<file path="src/emrb_pkg.sv">
package emrb_pkg;

  // ************************************************************
  // sizes and address map
  // ************************************************************
  localparam int unsigned NPORT = 8;
  localparam int unsigned AW    = 16;
  localparam int unsigned DW    = 32;

  localparam logic [15:0] HDR_OFS      = 16'h1000;
  localparam logic [15:0] IRQ_STAT_OFS = 16'h1010;
  localparam logic [15:0] IRQ_EN_OFS   = 16'h1014;
  localparam logic [15:0] IRQ_CLR_OFS  = 16'h1018;
  localparam logic [15:0] PWID_OFS     = 16'h1028;
  localparam logic [15:0] WIN_BASE     = 16'h1040;
  localparam logic [15:0] WIN_END      = 16'h123F;
  localparam logic [5:0]  DET_OFS      = 6'h00;
  localparam logic [5:0]  CAP_OFS      = 6'h08;

  // ************************************************************
  // field layouts and reset values
  // ************************************************************
  localparam logic [15:0] NEXT_PTR_VAL = 16'h0000;
  localparam logic [15:0] FEAT_ID_VAL  = 16'h0007;
  localparam logic [31:0] HDR_VAL      = {NEXT_PTR_VAL, FEAT_ID_VAL};
  localparam int unsigned HIGH_LSB     = 24;
  localparam int unsigned LOW_LSB      = 16;
  localparam int unsigned WIDE_POS     = 15;
  localparam int unsigned FLAG_POS     = 31;
  localparam logic [31:0] PWID_RST     = 32'h0000_0000;
  localparam logic [31:0] PWID_WMASK   = 32'hFFFF_8000;
  localparam logic [31:0] CAP_RST      = 32'h0000_0000;
  localparam logic [7:0]  IEN_RST      = 8'h00;

  // ************************************************************
  // types
  // ************************************************************
  typedef logic [DW-1:0] emrb_word_t;

  typedef enum logic [0:0] {
    EMRB_BOOT = 1'b0,
    EMRB_RUN  = 1'b1
  } emrb_phase_e;

  typedef struct packed {
    logic [15:0] dest_id;
    logic        wide;
  } emrb_pw_dest_s;

  typedef struct packed {
    logic [NPORT-1:0] s1;
    logic [NPORT-1:0] s2;
  } emrb_sync_s;

  typedef struct packed {
    emrb_phase_e                  phase;
    emrb_word_t                   pwid;
    logic [NPORT-1:0]             flag;
    emrb_word_t [NPORT-1:0]       cap;
    logic [NPORT-1:0]             ist;
    logic [NPORT-1:0]             ien;
    emrb_word_t                   rdata;
    emrb_pw_dest_s                pw;
  } emrb_state_s;

  localparam emrb_state_s EMRB_STATE_RST = '0;

  // ************************************************************
  // address decode helpers
  // ************************************************************
  function automatic logic emrb_in_win(input logic [15:0] a);
    return (a >= WIN_BASE) && (a <= WIN_END);
  endfunction

  function automatic logic [2:0] emrb_port_of(input logic [15:0] a);
    logic [15:0] rel;
    rel = a - WIN_BASE;
    return rel[8:6];
  endfunction

endpackage

</file>
<file path="src/emrb_sync2.sv">
`timescale 1ns/1ps
module emrb_sync2
  import emrb_pkg::*;
(
  input  wire logic             mclk,
  input  wire logic             rstn,
  input  wire logic [NPORT-1:0] din,
  output logic      [NPORT-1:0] dout
);

  emrb_sync_s sync_reg;
  emrb_sync_s sync_next;

  // first stage feeds only the second stage
  always_comb begin
    sync_next    = sync_reg;
    sync_next.s1 = din;
    sync_next.s2 = sync_reg.s1;
  end

  always_ff @(posedge mclk or negedge rstn) begin
    if (!rstn) begin
      sync_reg <= '0;
    end else begin
      sync_reg <= sync_next;
    end
  end

  assign dout = sync_reg.s2;

endmodule // emrb_sync2

</file>
<file path="src/emrb_pw_fmt.sv">
`timescale 1ns/1ps
module emrb_pw_fmt
  import emrb_pkg::*;
(
  input  wire emrb_word_t    pwid,
  output emrb_pw_dest_s      dest
);

  always_comb begin
    dest.wide = pwid[WIDE_POS];
    if (pwid[WIDE_POS]) begin
      dest.dest_id = {pwid[HIGH_LSB +: 8], pwid[LOW_LSB +: 8]};
    end else begin
      dest.dest_id = {8'h00, pwid[LOW_LSB +: 8]};
    end
  end

endmodule // emrb_pw_fmt

</file>
<file path="src/emrb_regs.sv">
// Strobed register access was left to the implementer.
`timescale 1ns/1ps
module emrb_regs
  import emrb_pkg::*;
(
  input  wire logic                   mclk,
  input  wire logic                   rstn,
  // register port
  input  wire logic [AW-1:0]          reg_addr,
  input  wire logic [DW-1:0]          reg_wdata,
  input  wire logic                   reg_wr,
  input  wire logic                   reg_rd,
  output logic      [DW-1:0]          reg_rdata,
  // boot loader port
  input  wire logic                   load_wr,
  input  wire logic [AW-1:0]          load_addr,
  input  wire logic [DW-1:0]          load_wdata,
  input  wire logic                   load_done,
  // device control
  input  wire logic                   self_reset,
  input  wire logic [NPORT-1:0]       port_power_down,
  // per-port logical/transport error events
  input  wire logic [NPORT-1:0]       lt_err_evt,
  input  wire emrb_word_t [NPORT-1:0] lt_err_info,
  // outputs
  output emrb_pw_dest_s               pw_dest,
  output logic      [NPORT-1:0]       logical_transport_error_flag,
  output logic                        boot_active,
  output logic                        irq
);

  // ************************************************************
  // state
  // ************************************************************
  emrb_state_s           st_reg;
  emrb_state_s           st_next;

  logic [NPORT-1:0]      pdown;
  emrb_pw_dest_s         fmt_dest;

  // ************************************************************
  // power-down pins cross in from outside
  // ************************************************************
  emrb_sync2 u_pdown_sync (
    .mclk (mclk),
    .rstn (rstn),
    .din  (port_power_down),
    .dout (pdown)
  );

  // ************************************************************
  // port-write destination formatting
  // ************************************************************
  emrb_pw_fmt u_pw_fmt (
    .pwid (st_reg.pwid),
    .dest (fmt_dest)
  );

  // ************************************************************
  // next-state logic
  // ************************************************************
  always_comb begin
    logic             wr;
    logic [AW-1:0]    waddr;
    logic [DW-1:0]    wdata;
    logic             rd_win;
    logic             wr_win;
    logic [2:0]       rport;
    logic [2:0]       wport;
    logic [5:0]       roff;
    logic [5:0]       woff;
    emrb_word_t       rval;

    wr     = 1'b0;
    waddr  = '0;
    wdata  = '0;
    rd_win = 1'b0;
    wr_win = 1'b0;
    rport  = '0;
    wport  = '0;
    roff   = '0;
    woff   = '0;
    rval   = '0;
    st_next = st_reg;

    // -------- write source select --------
    // loader writes in boot
    if ((st_reg.phase == EMRB_BOOT) && load_wr) begin
      wr    = 1'b1;
      waddr = load_addr;
      wdata = load_wdata;
    end else if (reg_wr) begin
      wr    = 1'b1;
      waddr = reg_addr;
      wdata = reg_wdata;
    end

    // -------- boot phase --------
    case (st_reg.phase)
      EMRB_BOOT: begin
        if (load_done) begin
          st_next.phase = EMRB_RUN;
        end
      end
      EMRB_RUN: begin
        st_next.phase = EMRB_RUN;
      end
      default: begin
        st_next.phase = EMRB_BOOT;
      end
    endcase

    // -------- port window decode --------
    // window decode
    rd_win = emrb_in_win(reg_addr);
    rport  = emrb_port_of(reg_addr);
    roff   = reg_addr[5:0];
    wr_win = emrb_in_win(waddr);
    wport  = emrb_port_of(waddr);
    woff   = waddr[5:0];

    // -------- read path --------
    // zero by default
    rval = '0;
    if (reg_rd) begin
      if (reg_addr[1:0] != 2'b00) begin
        rval = '0;
      end else if (reg_addr == HDR_OFS) begin
        rval = HDR_VAL;
      end else if (reg_addr == PWID_OFS) begin
        rval = st_reg.pwid;
      end else if (reg_addr == IRQ_STAT_OFS) begin
        rval = {24'h000000, st_reg.ist};
      end else if (reg_addr == IRQ_EN_OFS) begin
        rval = {24'h000000, st_reg.ien};
      end else if (rd_win) begin
        if (pdown[rport]) begin
          rval = '0;
        end else if (roff == DET_OFS) begin
          rval = '0;
          rval[FLAG_POS] = st_reg.flag[rport];
        end else if (roff == CAP_OFS) begin
          rval = st_reg.cap[rport];
        end else begin
          rval = '0;
        end
      end
    end
    st_next.rdata = rval;

    // -------- write path --------
    // unmatched writes dropped
    if (wr && (waddr[1:0] == 2'b00)) begin
      if (waddr == PWID_OFS) begin
        st_next.pwid = wdata & PWID_WMASK;
      end else if (waddr == IRQ_EN_OFS) begin
        st_next.ien = wdata[NPORT-1:0];
      end else if (waddr == IRQ_CLR_OFS) begin
        st_next.ist = st_reg.ist & ~wdata[NPORT-1:0];
      end else if (wr_win && !pdown[wport]) begin
        // writing zero clears the flag; capture is read-only
        if ((woff == DET_OFS) && !wdata[FLAG_POS]) begin
          st_next.flag[wport] = 1'b0;
        end
      end
    end

    // -------- error events --------
    // events land after the clears so a same-cycle set wins
    for (int i = 0; i < NPORT; i++) begin
      if (lt_err_evt[i] && !pdown[i]) begin
        if (!st_reg.flag[i]) begin
          st_next.cap[i] = lt_err_info[i];
        end
        st_next.flag[i] = 1'b1;
        st_next.ist[i]  = 1'b1;
      end
    end

    // -------- port power cycle --------
    // powered-down port's flag and capture held at reset; its interrupt status bit keeps its value
    for (int i = 0; i < NPORT; i++) begin
      if (pdown[i]) begin
        st_next.flag[i] = 1'b0;
        st_next.cap[i]  = CAP_RST;
      end
    end

    // -------- port-write destination --------
    // destination from target ID
    st_next.pw = fmt_dest;

    // -------- device self-reset --------
    // self-reset restores all
    if (self_reset) begin
      st_next       = EMRB_STATE_RST;
      st_next.pwid  = PWID_RST;
      st_next.ien   = IEN_RST;
      st_next.phase = EMRB_BOOT;
    end
  end

  // ************************************************************
  // state register
  // ************************************************************
  always_ff @(posedge mclk or negedge rstn) begin
    if (!rstn) begin
      st_reg <= EMRB_STATE_RST;
    end else begin
      st_reg <= st_next;
    end
  end

  // ************************************************************
  // outputs
  // ************************************************************
  // port disable has no input here: nothing it does may clear state
  // values retained
  assign reg_rdata = st_reg.rdata;

  // routing of the packet itself is left to the switch lookup
  // destination to router
  assign pw_dest = st_reg.pw;

  assign logical_transport_error_flag = st_reg.flag;
  assign boot_active = (st_reg.phase == EMRB_BOOT);
  assign irq = |(st_reg.ist & st_reg.ien);

endmodule // emrb_regs

</file>
<file path="config.mk">
export PLATFORM = sky130hd
export DESIGN_NAME = emrb_regs
export DESIGN_NICKNAME = d
export VERILOG_FILES = /design/src/emrb_pkg.sv /design/src/emrb_sync2.sv /design/src/emrb_pw_fmt.sv /design/src/emrb_regs.sv
export SDC_FILE = /design/constraint.sdc
export NUM_CORES = 1
export LEC_CHECK = 0
export BUFFER_PORTS_ARGS = -buffer_cell sky130_fd_sc_hd__buf_4
export CORE_ASPECT_RATIO = 0.5
export CORE_MARGIN = 2
export CORE_UTILIZATION = 40
export DETAILED_ROUTE_END_ITERATION = 6
export SETUP_SLACK_MARGIN = 0.15
export SLEW_MARGIN = 30
export SYNTH_ARGS = -nofsm -noshare
export SYNTH_HDL_FRONTEND = slang
export SYNTH_SLANG_ARGS = --single-unit
</file>
<file path="constraint.sdc">
create_clock -name mclk -period 6.4 [get_ports mclk]
set_input_delay 0.64 -clock mclk [delete_from_list [all_inputs] [get_ports mclk]]
set_output_delay 0.64 -clock mclk [all_outputs]
set_load 0.03 [all_outputs]
</file>
# Word level (Yosys, flattened, before mapping)
# Cells that the tools add are included.
[classes]
addsub = 2
shift = 0
div_mod_pow = 0
bitwise = 6
magnitude_cmp = 7
eq_ne = 57
multipliers = 0
muxes = 90
n_reduce_logical = 107
[ops]
columns = ["cell", "n"]
rows = [
  ["32-bit 2-to-1 mux", 38],
  ["362-bit 2-to-1 mux", 1],
  ["16-bit by 13-bit equality test with 1-bit output, second input constant", 7],
  ["32-bit binary-select mux with 3-bit select", 1],
  ["4-bit by 2-bit != test with 1-bit output, second input constant", 24],
  ["4-bit nonzero test", 24],
  ["16-bit 2-to-1 mux", 5],
  ["3-bit by 2-bit != test with 1-bit output, second input constant", 24],
  ["3-bit nonzero test", 24],
  ["8-bit 2-to-1 mux", 8],
  ["6-bit AND reduction", 8],
  ["40-bit 2-to-1 mux", 1],
  ["16-bit by 13-bit greater-or-equal comparator with 1-bit output, second input constant", 2],
  ["16-bit by 13-bit less-or-equal comparator with 1-bit output, second input constant", 2],
  ["4-bit AND reduction", 8],
  ["1-bit 2-to-1 mux", 31],
  ["8-bit AND", 3],
  ["2-bit AND reduction", 9],
  ["9-bit by 7-bit subtractor with 9-bit output, second input constant", 2],
  ["8-bit inverter", 2],
  ["1-bit logical AND", 15],
  ["6-bit logical NOT", 2],
  ["1-bit logical NOT", 10],
  ["1-bit binary-select mux with 3-bit select", 3],
  ["11 further kinds", 15],
]
[word_totals]
output_inout_bits = 59
rom_bits = 0
regBits = 378
in_bits = 375
n_memories = 0
word_cells = 301
latch_bits = 0
ramBits = 0

# Depth between registers and ports, before layout
# Gate-level depths: netlist of the first run.
[depth]
depth_word = 19
ltp_mapped = 13
depth_no_buf = 10

# By module
# Synthesis of the first run repeated with hierarchy kept, for this count alone.
[unflattened]
hier_cells = 1573
area_unflattened_um2 = 17011.3
[modules_own_cells]
columns = ["mod", "area_per_inst_um2", "n_inst", "seq_area_each_um2", "cells_per_inst"]
rows = [
  ["emrb_regs", 16493.3, 1, 8683.3, 1540],
  ["emrb_sync2", 400.4, 1, 400.4, 16],
  ["emrb_pw_fmt", 117.6, 1, 0.0, 17],
]

# Worst setup path after synthesis of the first run
# No wires, ideal clock.
[synth_path]
path_type = "input-to-reg"
startpoint = "input reg_addr[6]"
endpoint = "register st_reg (netlist bit reg_rdata[21])"
setup_slack_ns = 3.272
setup_time_ns = 0.141
required_time_ns = 6.259
arrival_ns = 2.987
n_path_buf = 5
stages = 12
cell_sequence = "buf_6 -> buf_2 -> buf_2 -> inv_1 -> ha_1 -> buf_2 -> clkbuf_1 -> mux4_2 -> nand2_1 -> nand2_1 -> a22oi_1 -> nor2_1"
[synth_lines]
columns = ["element", "line", "rtl"]
rows = [
  ["start, declared", "emrb_regs.sv:9", "input wire logic [AW-1:0] reg_addr,"],
  ["end signal, assigned", "emrb_regs.sv:210", "st_reg <= st_next;"],
  ["end, declared", "emrb_regs.sv:35", "emrb_state_s st_reg;"],
]

==> flow_metrics.env, run 1 <==
export IMPL_clk_pin_slew_ns=0.06
export IMPL_critPathBufInv=2
export IMPL_wl_met1_um=25600
export IMPL_fillerInstances=4157
export IMPL_seqCellArea_mm2=0.00908
export IMPL_post_cts_buffers=0
export IMPL_skew_ns=0.0246
export IMPL_synth_main_ff_cell="dfrtp_1"
export IMPL_die_area_mm2=0.0460
export IMPL_synthArstFlopShare_pct=100
export IMPL_yosysTopAreaCell="dfrtp_1"
export IMPL_top_layer_used="met5"
export IMPL_cts_tree="done"
export IMPL_required_ns=6.83
export IMPL_cpLargestDelayFamily="adder cells"
export IMPL_drive_gt1_share_pct=27.7
export IMPL_yosys_top_cells_area="dfrtp_1, nand2_1, mux4_2"
export IMPL_r2r_start="st_reg[361]"
export IMPL_crit_fanout=44
export IMPL_crit_chain="buf_4 -> inv_1 -> ha_4 -> mux4_2 -> mux2i_1 -> o2111ai_1 -> nor2_4 -> o211ai_1 -> a21oi_1"
export IMPL_grt_setup_unrepaired="no"
export IMPL_syn_avg_cell_area_um2=9.34
export IMPL_dr_pass1_iters=7
export IMPL_hold_path_class="in2async"
export IMPL_ys_warnings_count=0
export IMPL_finalCriticalPeriod_ns=3.36
export IMPL_grt_pass1_wl_um=93700
export IMPL_vias=15050
export IMPL_worstRegToRegCells=11
export IMPL_grt_pass1_vias=14940
export IMPL_clock_sinks=363
export IMPL_fmax_mhz=298
export IMPL_place_gp_congestion=0.891
export IMPL_synth_commonest_cells="nand2_1, dfrtp_1, a21oi_1, clkbuf_1, mux4_2"
export IMPL_max_slew_margin_rel_pct=36.0
export IMPL_wl_per_cell_um=22.6
export IMPL_ioPinCount=434
export IMPL_setup_violations=0
export IMPL_wl_um=63400
export IMPL_fin_area_mm2=0.0222
export IMPL_h_tree_depth=2
export IMPL_max_cap_violations=0
export IMPL_port_buffers=419
export IMPL_drc=0
export IMPL_netlist_area_leader_share_pct=51.4
export IMPL_crit_path_end_kind="flip-flop"
export IMPL_placed_area_mm2=0.0208
export IMPL_status="completed"
export IMPL_cts_made_buffers=36
export IMPL_cts_buffer_depth=3
export IMPL_ant_nets=0
export IMPL_cts_root_buf="clkbuf_16"
export IMPL_post_cts_resize_count=0
export IMPL_powerDensity_mw_per_mm2=247
export IMPL_crit_arrival_ns=3.79
export IMPL_drv_slew=0
export IMPL_multiInputGateArea_mm2=0.00759
export IMPL_ys_seq_area_share_pct=51.4
export IMPL_netlist_area_mm2=0.0177
export IMPL_dr_wl_met3_um=4900
export IMPL_p_leak_nw=10.2
export IMPL_post_synth_top_count_cell="nand2_1"
export IMPL_start_util_pct=40.6
export IMPL_antenna_found_initial=6
export IMPL_nNetsFinal=2568
export IMPL_startpoint_type="primary input"
export IMPL_rows=54
export IMPL_syn_nets=2274
export IMPL_die_h_um=153
export IMPL_dpl_hpwl_um=43900
export IMPL_critPathSlowestCell="ha_4"
export IMPL_cp_num_cells=9
export IMPL_worst_pin_slew_ns=0.961
export IMPL_grt_max_degree=105
export IMPL_first_iter_violations=1646
export IMPL_grt_overflow=0
export IMPL_synth_edf_count=0
export IMPL_tns_ns=0
export IMPL_reg2reg_slack_ns=3.12
export IMPL_clkLatencyLatePin_ns=0.54
export IMPL_syn2layout_area_growth_pct=25.4
export IMPL_syn_inst=1893
export IMPL_fin_crit_sh_pct=52.5
export IMPL_ys_types=60
export IMPL_worst_r2r_endpoint="logical_transport_error_flag[0]"
export IMPL_die_x_um=301
export IMPL_coreArea_mm2=0.0436
export IMPL_finalHoldViolations=0
export IMPL_hold_buffers=0
export IMPL_via_per_inst=5.36
export IMPL_wl_met2_um=30800
export IMPL_largest_register_ffs=290
export IMPL_max_stage_delay_ns=0.79
export IMPL_synth_seq_cells=363
export IMPL_track_usage_pct=27.2
export IMPL_vdd_drop_max_uv=161
export IMPL_worstSetupPathType="in2reg"
==> cells by family after synthesis <==
logic type	after synthesis	synth area share (%)
multiplexers	79	9.38
AO/OA/AOI/OAI	389	12.6
buffers and inverters	209	5.99
AND/OR/NAND/NOR	843	19.9
flip-flops	363	51.4
XOR/XNOR	4	0.241
adder cells (fa/ha/maj)	6	0.425
==> placed cells by master, fill, tap and decap left out, drive strengths merged, types with 4 or more instances in the layout <==
master  count
a31oi       5
dfrtp     363
a311oi     12
nor2       55
mux4       69
a211oi      6
a21o       17
nor2b      21
nand2     661
and2       10
a21oi     305
nand3      28
clkinv      5
inv        19
a22oi      21
clkbuf     52
buf       447
nand3b      4
nand4       9
mux2        4
o21ai       7
nor3        9
mux2i       6
and3b       4
ha          6
diode       5
or2        10
bufinv      5
nand2b     16
==> power breakdown <==
part | internal, mW | switching (mW) | total, mW
registers | 2.35 | 0.0377 | 2.39
logic | 0.290 | 0.439 | 0.729
clock network | 1.39 | 0.961 | 2.35
total | 4.03 | 1.44 | 5.47
==> layer usage <==
| metal | GRT usage [%] | vias up |
|---|---|---|
| met2 | 44.7 | 544 |
| met1 | 36.2 | 7504 |
| met4 | 8.84 | 2 |
| li1 | - | 6896 |
| met5 | 0 | - |
| met3 | 5.53 | 104 |
==> worst register-to-register path, stage by stage, from the launching register on <==
cell and delay (ns):
dfrtp_1 0.49, nand2b_1 0.24, buf_4 0.40, mux2_2 0.51
inv_1 0.21, ha_1 0.17, nand2b_1 0.09, a21oi_1 0.04
a32oi_1 0.40, nand2_1 0.20, o31ai_1 0.28, a21oi_1 0.10
==> worst max-delay path by stage <==
stage,slack [ns],startpoint,to
floorplan,3.27,reg_addr[6],reg_rdata[21]
global placement,2.48,reg_addr[6],reg_rdata[1]
detailed placement,2.49,reg_addr[6],reg_rdata[1]
CTS,3.02,reg_addr[6],reg_rdata[1]
global route,2.82,st_reg[361],logical_transport_error_flag[3]
finish,3.04,reg_addr[6],reg_rdata[1]
==> layout make-up <==
type                    instances  area share (%)
repair buffers                447            15.3
clock buffers                  52            4.89
flip-flops and latches        363            41.0
inverters                      18           0.305
well taps                     588            3.32
diodes                          5          0.0565
clock inverters                12           0.943
multi-input cells            1321            34.2
==> metrics by stage <==
stage          power [mW]  utilization [%]  std cells  hold WS [ns]  worst slack [ns]
6_report             5.47             50.9       2806        0.0706              3.04
5_1_grt              5.65             50.8       2804         0.114              2.82
4_1_cts              5.49             50.8       2801        0.0808              3.02
3_5_place_dp         3.16             47.8       2737         0.336              2.49
3_3_place_gp         3.16             47.8       2737         0.335              2.48
2_1_floorplan        2.75                -       1893         0.331              3.27
Power figures use the tool's default switching activity.
==> run 2, diff against run 1 <==
ABC_AREA = 1   (was unset)
clock period = 3.47 ns   (was 6.4 ns; I/O delays follow)
==> flow_metrics.env, run 2 <==
export IMPL_netlist_area_leader_share_pct=49.8
export IMPL_p_sw_mw=2.82
export IMPL_powerDensity_mw_per_mm2=433
export IMPL_ys_types=43
export IMPL_setup_violations=0
export IMPL_dpl_hpwl_um=46300
export IMPL_track_usage_pct=27.3
export IMPL_first_iter_violations=1817
export IMPL_status="completed"
export IMPL_drv_slew=0
export IMPL_start_util_pct=40.5
export IMPL_seqPwrFrac_pct=45.1
export IMPL_clk_pin_slew_ns=0.06
export IMPL_p_leak_nw=10.4
export IMPL_nNetsFinal=2928
export IMPL_max_slew_margin_rel_pct=35.6
export IMPL_synth_main_ff_cell="dfrtp_1"
export IMPL_ioPinCount=434
export IMPL_cts_buffer_depth=3
export IMPL_grtUsageMet3_pct=4.51
export IMPL_worst_pin_slew_ns=0.965
export IMPL_yosysTopAreaCell="dfrtp_1"
export IMPL_worstRegToRegCells=16
export IMPL_drc=0
export IMPL_max_cap_violations=0
export IMPL_clkLatencyLatePin_ns=0.54
export IMPL_wl_per_cell_um=20.8
export IMPL_cts_root_buf="clkbuf_16"
export IMPL_largest_register_ffs=290
export IMPL_post_route_util_pct=50.3
export IMPL_startpoint_type="flip-flop"
export IMPL_vdd_drop_max_uv=276
export IMPL_via_per_inst=5.44
export IMPL_grt_pass1_wl_um=99300
export IMPL_syn_avg_cell_area_um2=8.05
export IMPL_dr_pass1_iters=5
export IMPL_fin_crit_sh_pct=81.0
export IMPL_syn_nets=2645
export IMPL_p_comb_share_pct=16.4
export IMPL_p_int_mw=7.01
export IMPL_finalCriticalPeriod_ns=2.81
export IMPL_die_h_um=155
export IMPL_coreArea_mm2=0.0451
export IMPL_worstSetupPathType="reg2reg"
export IMPL_hold_buffers=9
export IMPL_crit_fanout=15
export IMPL_drive_gt1_share_pct=21.7
export IMPL_rows=55
export IMPL_vias=17223
export IMPL_ys_warnings_count=0
export IMPL_met2_usage_pct=45.7
export IMPL_grt_pass1_vias=16682
export IMPL_ys_seq_area_share_pct=49.8
export IMPL_die_x_um=306
export IMPL_synth_edf_count=0
export IMPL_hold_path_class="in2reg"
export IMPL_grt_overflow=0
export IMPL_finalHoldViolations=0
export IMPL_port_buffers=419
export IMPL_skew_ns=0.0185
export IMPL_syn_inst=2264
export IMPL_crit_arrival_ns=3.22
export IMPL_crit_path_end_kind="flip-flop"
export IMPL_grt_setup_unrepaired="no"
export IMPL_netlist_area_mm2=0.0182
export IMPL_post_cts_buffers=0
export IMPL_yosys_top_cells_area="dfrtp_1, o21ai_0, nand3_1"
export IMPL_place_gp_congestion=0.941
export IMPL_synthArstFlopShare_pct=100
export IMPL_grt_max_degree=182
export IMPL_tns_ns=0
export IMPL_synth_commonest_cells="dfrtp_1, o21ai_0, nor2_1, inv_1, nand2_1"
export IMPL_fmax_mhz=356
export IMPL_cts_tree="done"
export IMPL_syn2layout_area_growth_pct=24.3
export IMPL_post_synth_top_count_cell="dfrtp_1"
export IMPL_groute_layer_met1_usage_pct=36.6
export IMPL_sw_frac_of_total_pct=28.7
export IMPL_holdPathStages=3
export IMPL_cts_made_buffers=36
export IMPL_h_tree_depth=2
export IMPL_die_area_mm2=0.0474
export IMPL_wl_um=66000
export IMPL_clock_sinks=363
export IMPL_antenna_found_initial=3
export IMPL_layout_common_cells="buf_4, dfrtp_1, o21ai_0"
export IMPL_synth_seq_cells=363
export IMPL_final_common_cell="buf_4"
export IMPL_p_clk_share_pct=38.5
export IMPL_ant_nets=0
export IMPL_post_cts_resize_count=0
export IMPL_grt_busiest_layer="met2"
export IMPL_required_ns=3.88
run 2: logic make-up (layout without fill, tap and decap cells):
logic type / after synthesis / after routing / share of synthesized area [%]
AND/OR/NAND/NOR: 735 / 735 / 17.4
buffers and inverters: 467 / 769 / 11.1
AO/OA/AOI/OAI: 692 / 692 / 21.3
adder cells (fa/ha/maj): 6 / 6 / 0.412
other: 0 / 4 / 0
XOR/XNOR: 1 / 1 / 0.0480
flip-flops: 363 / 363 / 49.8
run 2: path summary, 6_finish.rpt:
check,start,end,slack [ns]
min,lt_err_info[207],st_reg[272],0.04
max reg2reg,st_reg[361],logical_transport_error_flag[7],0.66
max in group asynchronous,rstn,st_reg[171],2.06
max,st_reg[361],logical_transport_error_flag[7],0.66
min in group asynchronous,rstn,st_reg[165],0.37
min reg2reg,u_pdown_sync.sync_next[7],u_pdown_sync.dout[7],0.35
run 2: power by group through the flow:
stage	clock network [mW]	logic (mW)	registers, mW
2_1_floorplan	0	0.770	4.48
3_3_place_gp	0	1.58	4.50
3_5_place_dp	0	1.58	4.50
4_1_cts	3.82	1.60	4.42
5_1_grt	4.00	1.75	4.44
6_report	3.79	1.61	4.43
run 2: final cells by class:
class / instances / area, um^2
timing repair buffer: 464 / 3620
multi-input combinational: 1434 / 7210
clock buffer: 46 / 978
antenna: 4 / 10.0
clock inverter: 11 / 100
sequential: 363 / 9080
inverter: 248 / 931
tap: 598 / 748
fill: 4408 / 22400
run 2: stage by stage:
stage          area (um^2)  setup slack [ns]  hold slack, ns  total power [mW]  std cells
6_report             22700             0.661          0.0351              9.82       3168
5_1_grt              22700             0.386          0.0328              10.2       3167
4_1_cts              22600             0.685          0.0218              9.85       3162
3_5_place_dp         21400             0.601           0.335              6.09       3096
3_3_place_gp         21400             0.661           0.333              6.08       3096
2_1_floorplan        18200             0.658          0.0514              5.25       2264
run 2: worst max-delay path, stage by stage (launching register included):
cell	delay [ns]
dfrtp_1	0.42
inv_2	0.08
nand2_2	0.22
nand2_1	0.14
nand2_4	0.13
inv_2	0.10
ha_1	0.25
inv_1	0.12
nand3_1	0.09
nand2_1	0.20
nor2_1	0.08
nand2_1	0.11
nand3_1	0.12
a21oi_4	0.31
nand2_2	0.14
nand2_1	0.09
nand3_1	0.07
run 2: routing by layer:
metal  up-vias  share of wire (%)
met3        91                6.1
met1      8453                 42
li1       8145                  -
met5         -                  0
met4         0                2.7
met2       534                 49
==> run 3, diff against run 2 <==
clock period = 2.44 ns   (was 3.47 ns; I/O delays follow)
==> flow_metrics.env, run 3 (synthesis results as in run 2) <==
export IMPL_status="completed"
export IMPL_rows=55
export IMPL_p_leak_nw=11.7
export IMPL_max_cap_violations=0
export IMPL_grt_setup_unrepaired="yes"
export IMPL_vdd_drop_max_uv=379
export IMPL_via_per_inst=5.43
export IMPL_coreArea_mm2=0.0451
export IMPL_syn2layout_area_growth_pct=40.4
export IMPL_wl_um=70300
export IMPL_grt_pass1_wl_um=106000
export IMPL_powerDensity_mw_per_mm2=585
export IMPL_crit_fanout=6
export IMPL_max_slew_margin_rel_pct=38.4
export IMPL_finalCriticalPeriod_ns=2.30
export IMPL_final_common_cell="buf_4"
export IMPL_die_area_mm2=0.0474
export IMPL_antenna_found_initial=1
export IMPL_skew_ns=0.0136
export IMPL_clk_pin_slew_ns=0.07
export IMPL_ioPinCount=434
export IMPL_h_tree_depth=2
export IMPL_cts_made_buffers=35
export IMPL_hold_path_class="in2reg"
export IMPL_grt_pass1_vias=18246
export IMPL_wl_per_cell_um=20.5
export IMPL_fillerInstances=4115
export IMPL_drc=0
export IMPL_required_ns=2.86
export IMPL_crit_path_end_kind="flip-flop"
export IMPL_whs_ns=0.00578
export IMPL_clkLatencyLatePin_ns=0.55
export IMPL_dr_pass1_iters=5
export IMPL_track_usage_pct=28.9
export IMPL_setup_violations=0
export IMPL_dpl_hpwl_um=48100
export IMPL_die_x_um=306
export IMPL_place_gp_congestion=0.955
export IMPL_largest_register_ffs=290
export IMPL_fmax_mhz=434
export IMPL_num_antenna_cells=0
export IMPL_grt_overflow=0
export IMPL_tns_ns=0
export IMPL_nNetsFinal=3191
export IMPL_ant_nets=0
export IMPL_crit_arrival_ns=2.72
export IMPL_startpoint_type="flip-flop"
export IMPL_cts_root_buf="clkbuf_16"
export IMPL_first_iter_violations=1689
export IMPL_grt_max_degree=133
export IMPL_fin_crit_sh_pct=94.4
export IMPL_clock_sinks=363
export IMPL_cts_tree="done"
export IMPL_drive_gt1_share_pct=22.6
export IMPL_seqCellArea_mm2=0.00908
export IMPL_worst_pin_slew_ns=0.920
export IMPL_multiInputGateArea_mm2=0.00737
export IMPL_worstSetupPathType="reg2reg"
export IMPL_vias=18623
export IMPL_drv_slew=0
export IMPL_cts_buffer_depth=3
export IMPL_finalHoldViolations=0
export IMPL_layout_common_cells="buf_4, dfrtp_1, o21ai_0"
export IMPL_port_buffers=419
export IMPL_start_util_pct=40.5
export IMPL_die_h_um=155
## run 3: worst paths after layout
check | to | start | depth (start not counted) | slack, ns
setup / recovery | logical_transport_error_flag[1] | st_reg[361] | 15 | 0.14
hold / removal | st_reg[226] | lt_err_info[161] | 3 | 0.006
setup reg to reg | logical_transport_error_flag[1] | st_reg[361] | 15 | 0.14
hold reg to reg | u_pdown_sync.dout[4] | u_pdown_sync.sync_next[4] | 0 | 0.35
max in group asynchronous | st_reg[89] | rstn | 4 | 1.29
min in group asynchronous | st_reg[141] | rstn | 2 | 0.21
## run 3: layer usage
layer  wire (um)  up-vias  track usage (%)  share of wire (%)
li1            -     8656                -                  -
met1       28700     9095             37.3                 41
met2       34000      697             48.2                 48
met3        4340      175             4.50                6.2
met4        3210        0             13.0                4.6
met5           0        -                0                  0
## run 3: power by group
part	switching (mW)	leakage (nW)	internal, mW	total, mW
clock	2.48	0.598	3.44	5.93
combinational	1.59	6.12	1.15	2.75
sequential	0.0967	4.94	6.20	6.30
total	4.17	11.7	10.8	15.0
## run 3: through the flow
step	instance area, um^2	std cells	worst slack (ns)	power [mW]	util [%]
after detailed placement	21900	3137	0.129	8.77	48.6
final	25600	3432	0.137	15.0	56.8
after floorplan	18300	2264	0.0750	7.50	-
after global routing	25600	3432	0.0425	15.5	56.8
after CTS	25400	3424	0.200	15.0	56.4
after global placement	21900	3137	0.152	8.76	48.6
## run 3: area by class of cell
type,instances,area share (%)
clock buffers,48,3.93
clock inverters,13,0.850
inverters,248,3.65
multi-input cells,1435,28.8
flip-flops and latches,363,35.5
well taps,598,2.92
repair buffers,727,24.4
## run 3: timing repair
action	4_1_cts	5_1_grt
hold buffers	226	0
endpoints found under the setup margin	0	38
setup buffers	0	6
resized for setup	0	33
endpoints found under the hold margin	279	0
## run 3: critical path, stage by stage, from the launching register on
cell and delay (ns):
dfrtp_1 0.42, nor2_4 0.19, nor2_4 0.05, a32o_1 0.21
inv_2 0.11, ha_4 0.18, nand3_2 0.09, nand2_4 0.10
nor2_2 0.05, nand2_2 0.09, nand3_2 0.10, a21oi_4 0.24
buf_12 0.16, nand2_4 0.07, nand2_2 0.07, nand3_1 0.06
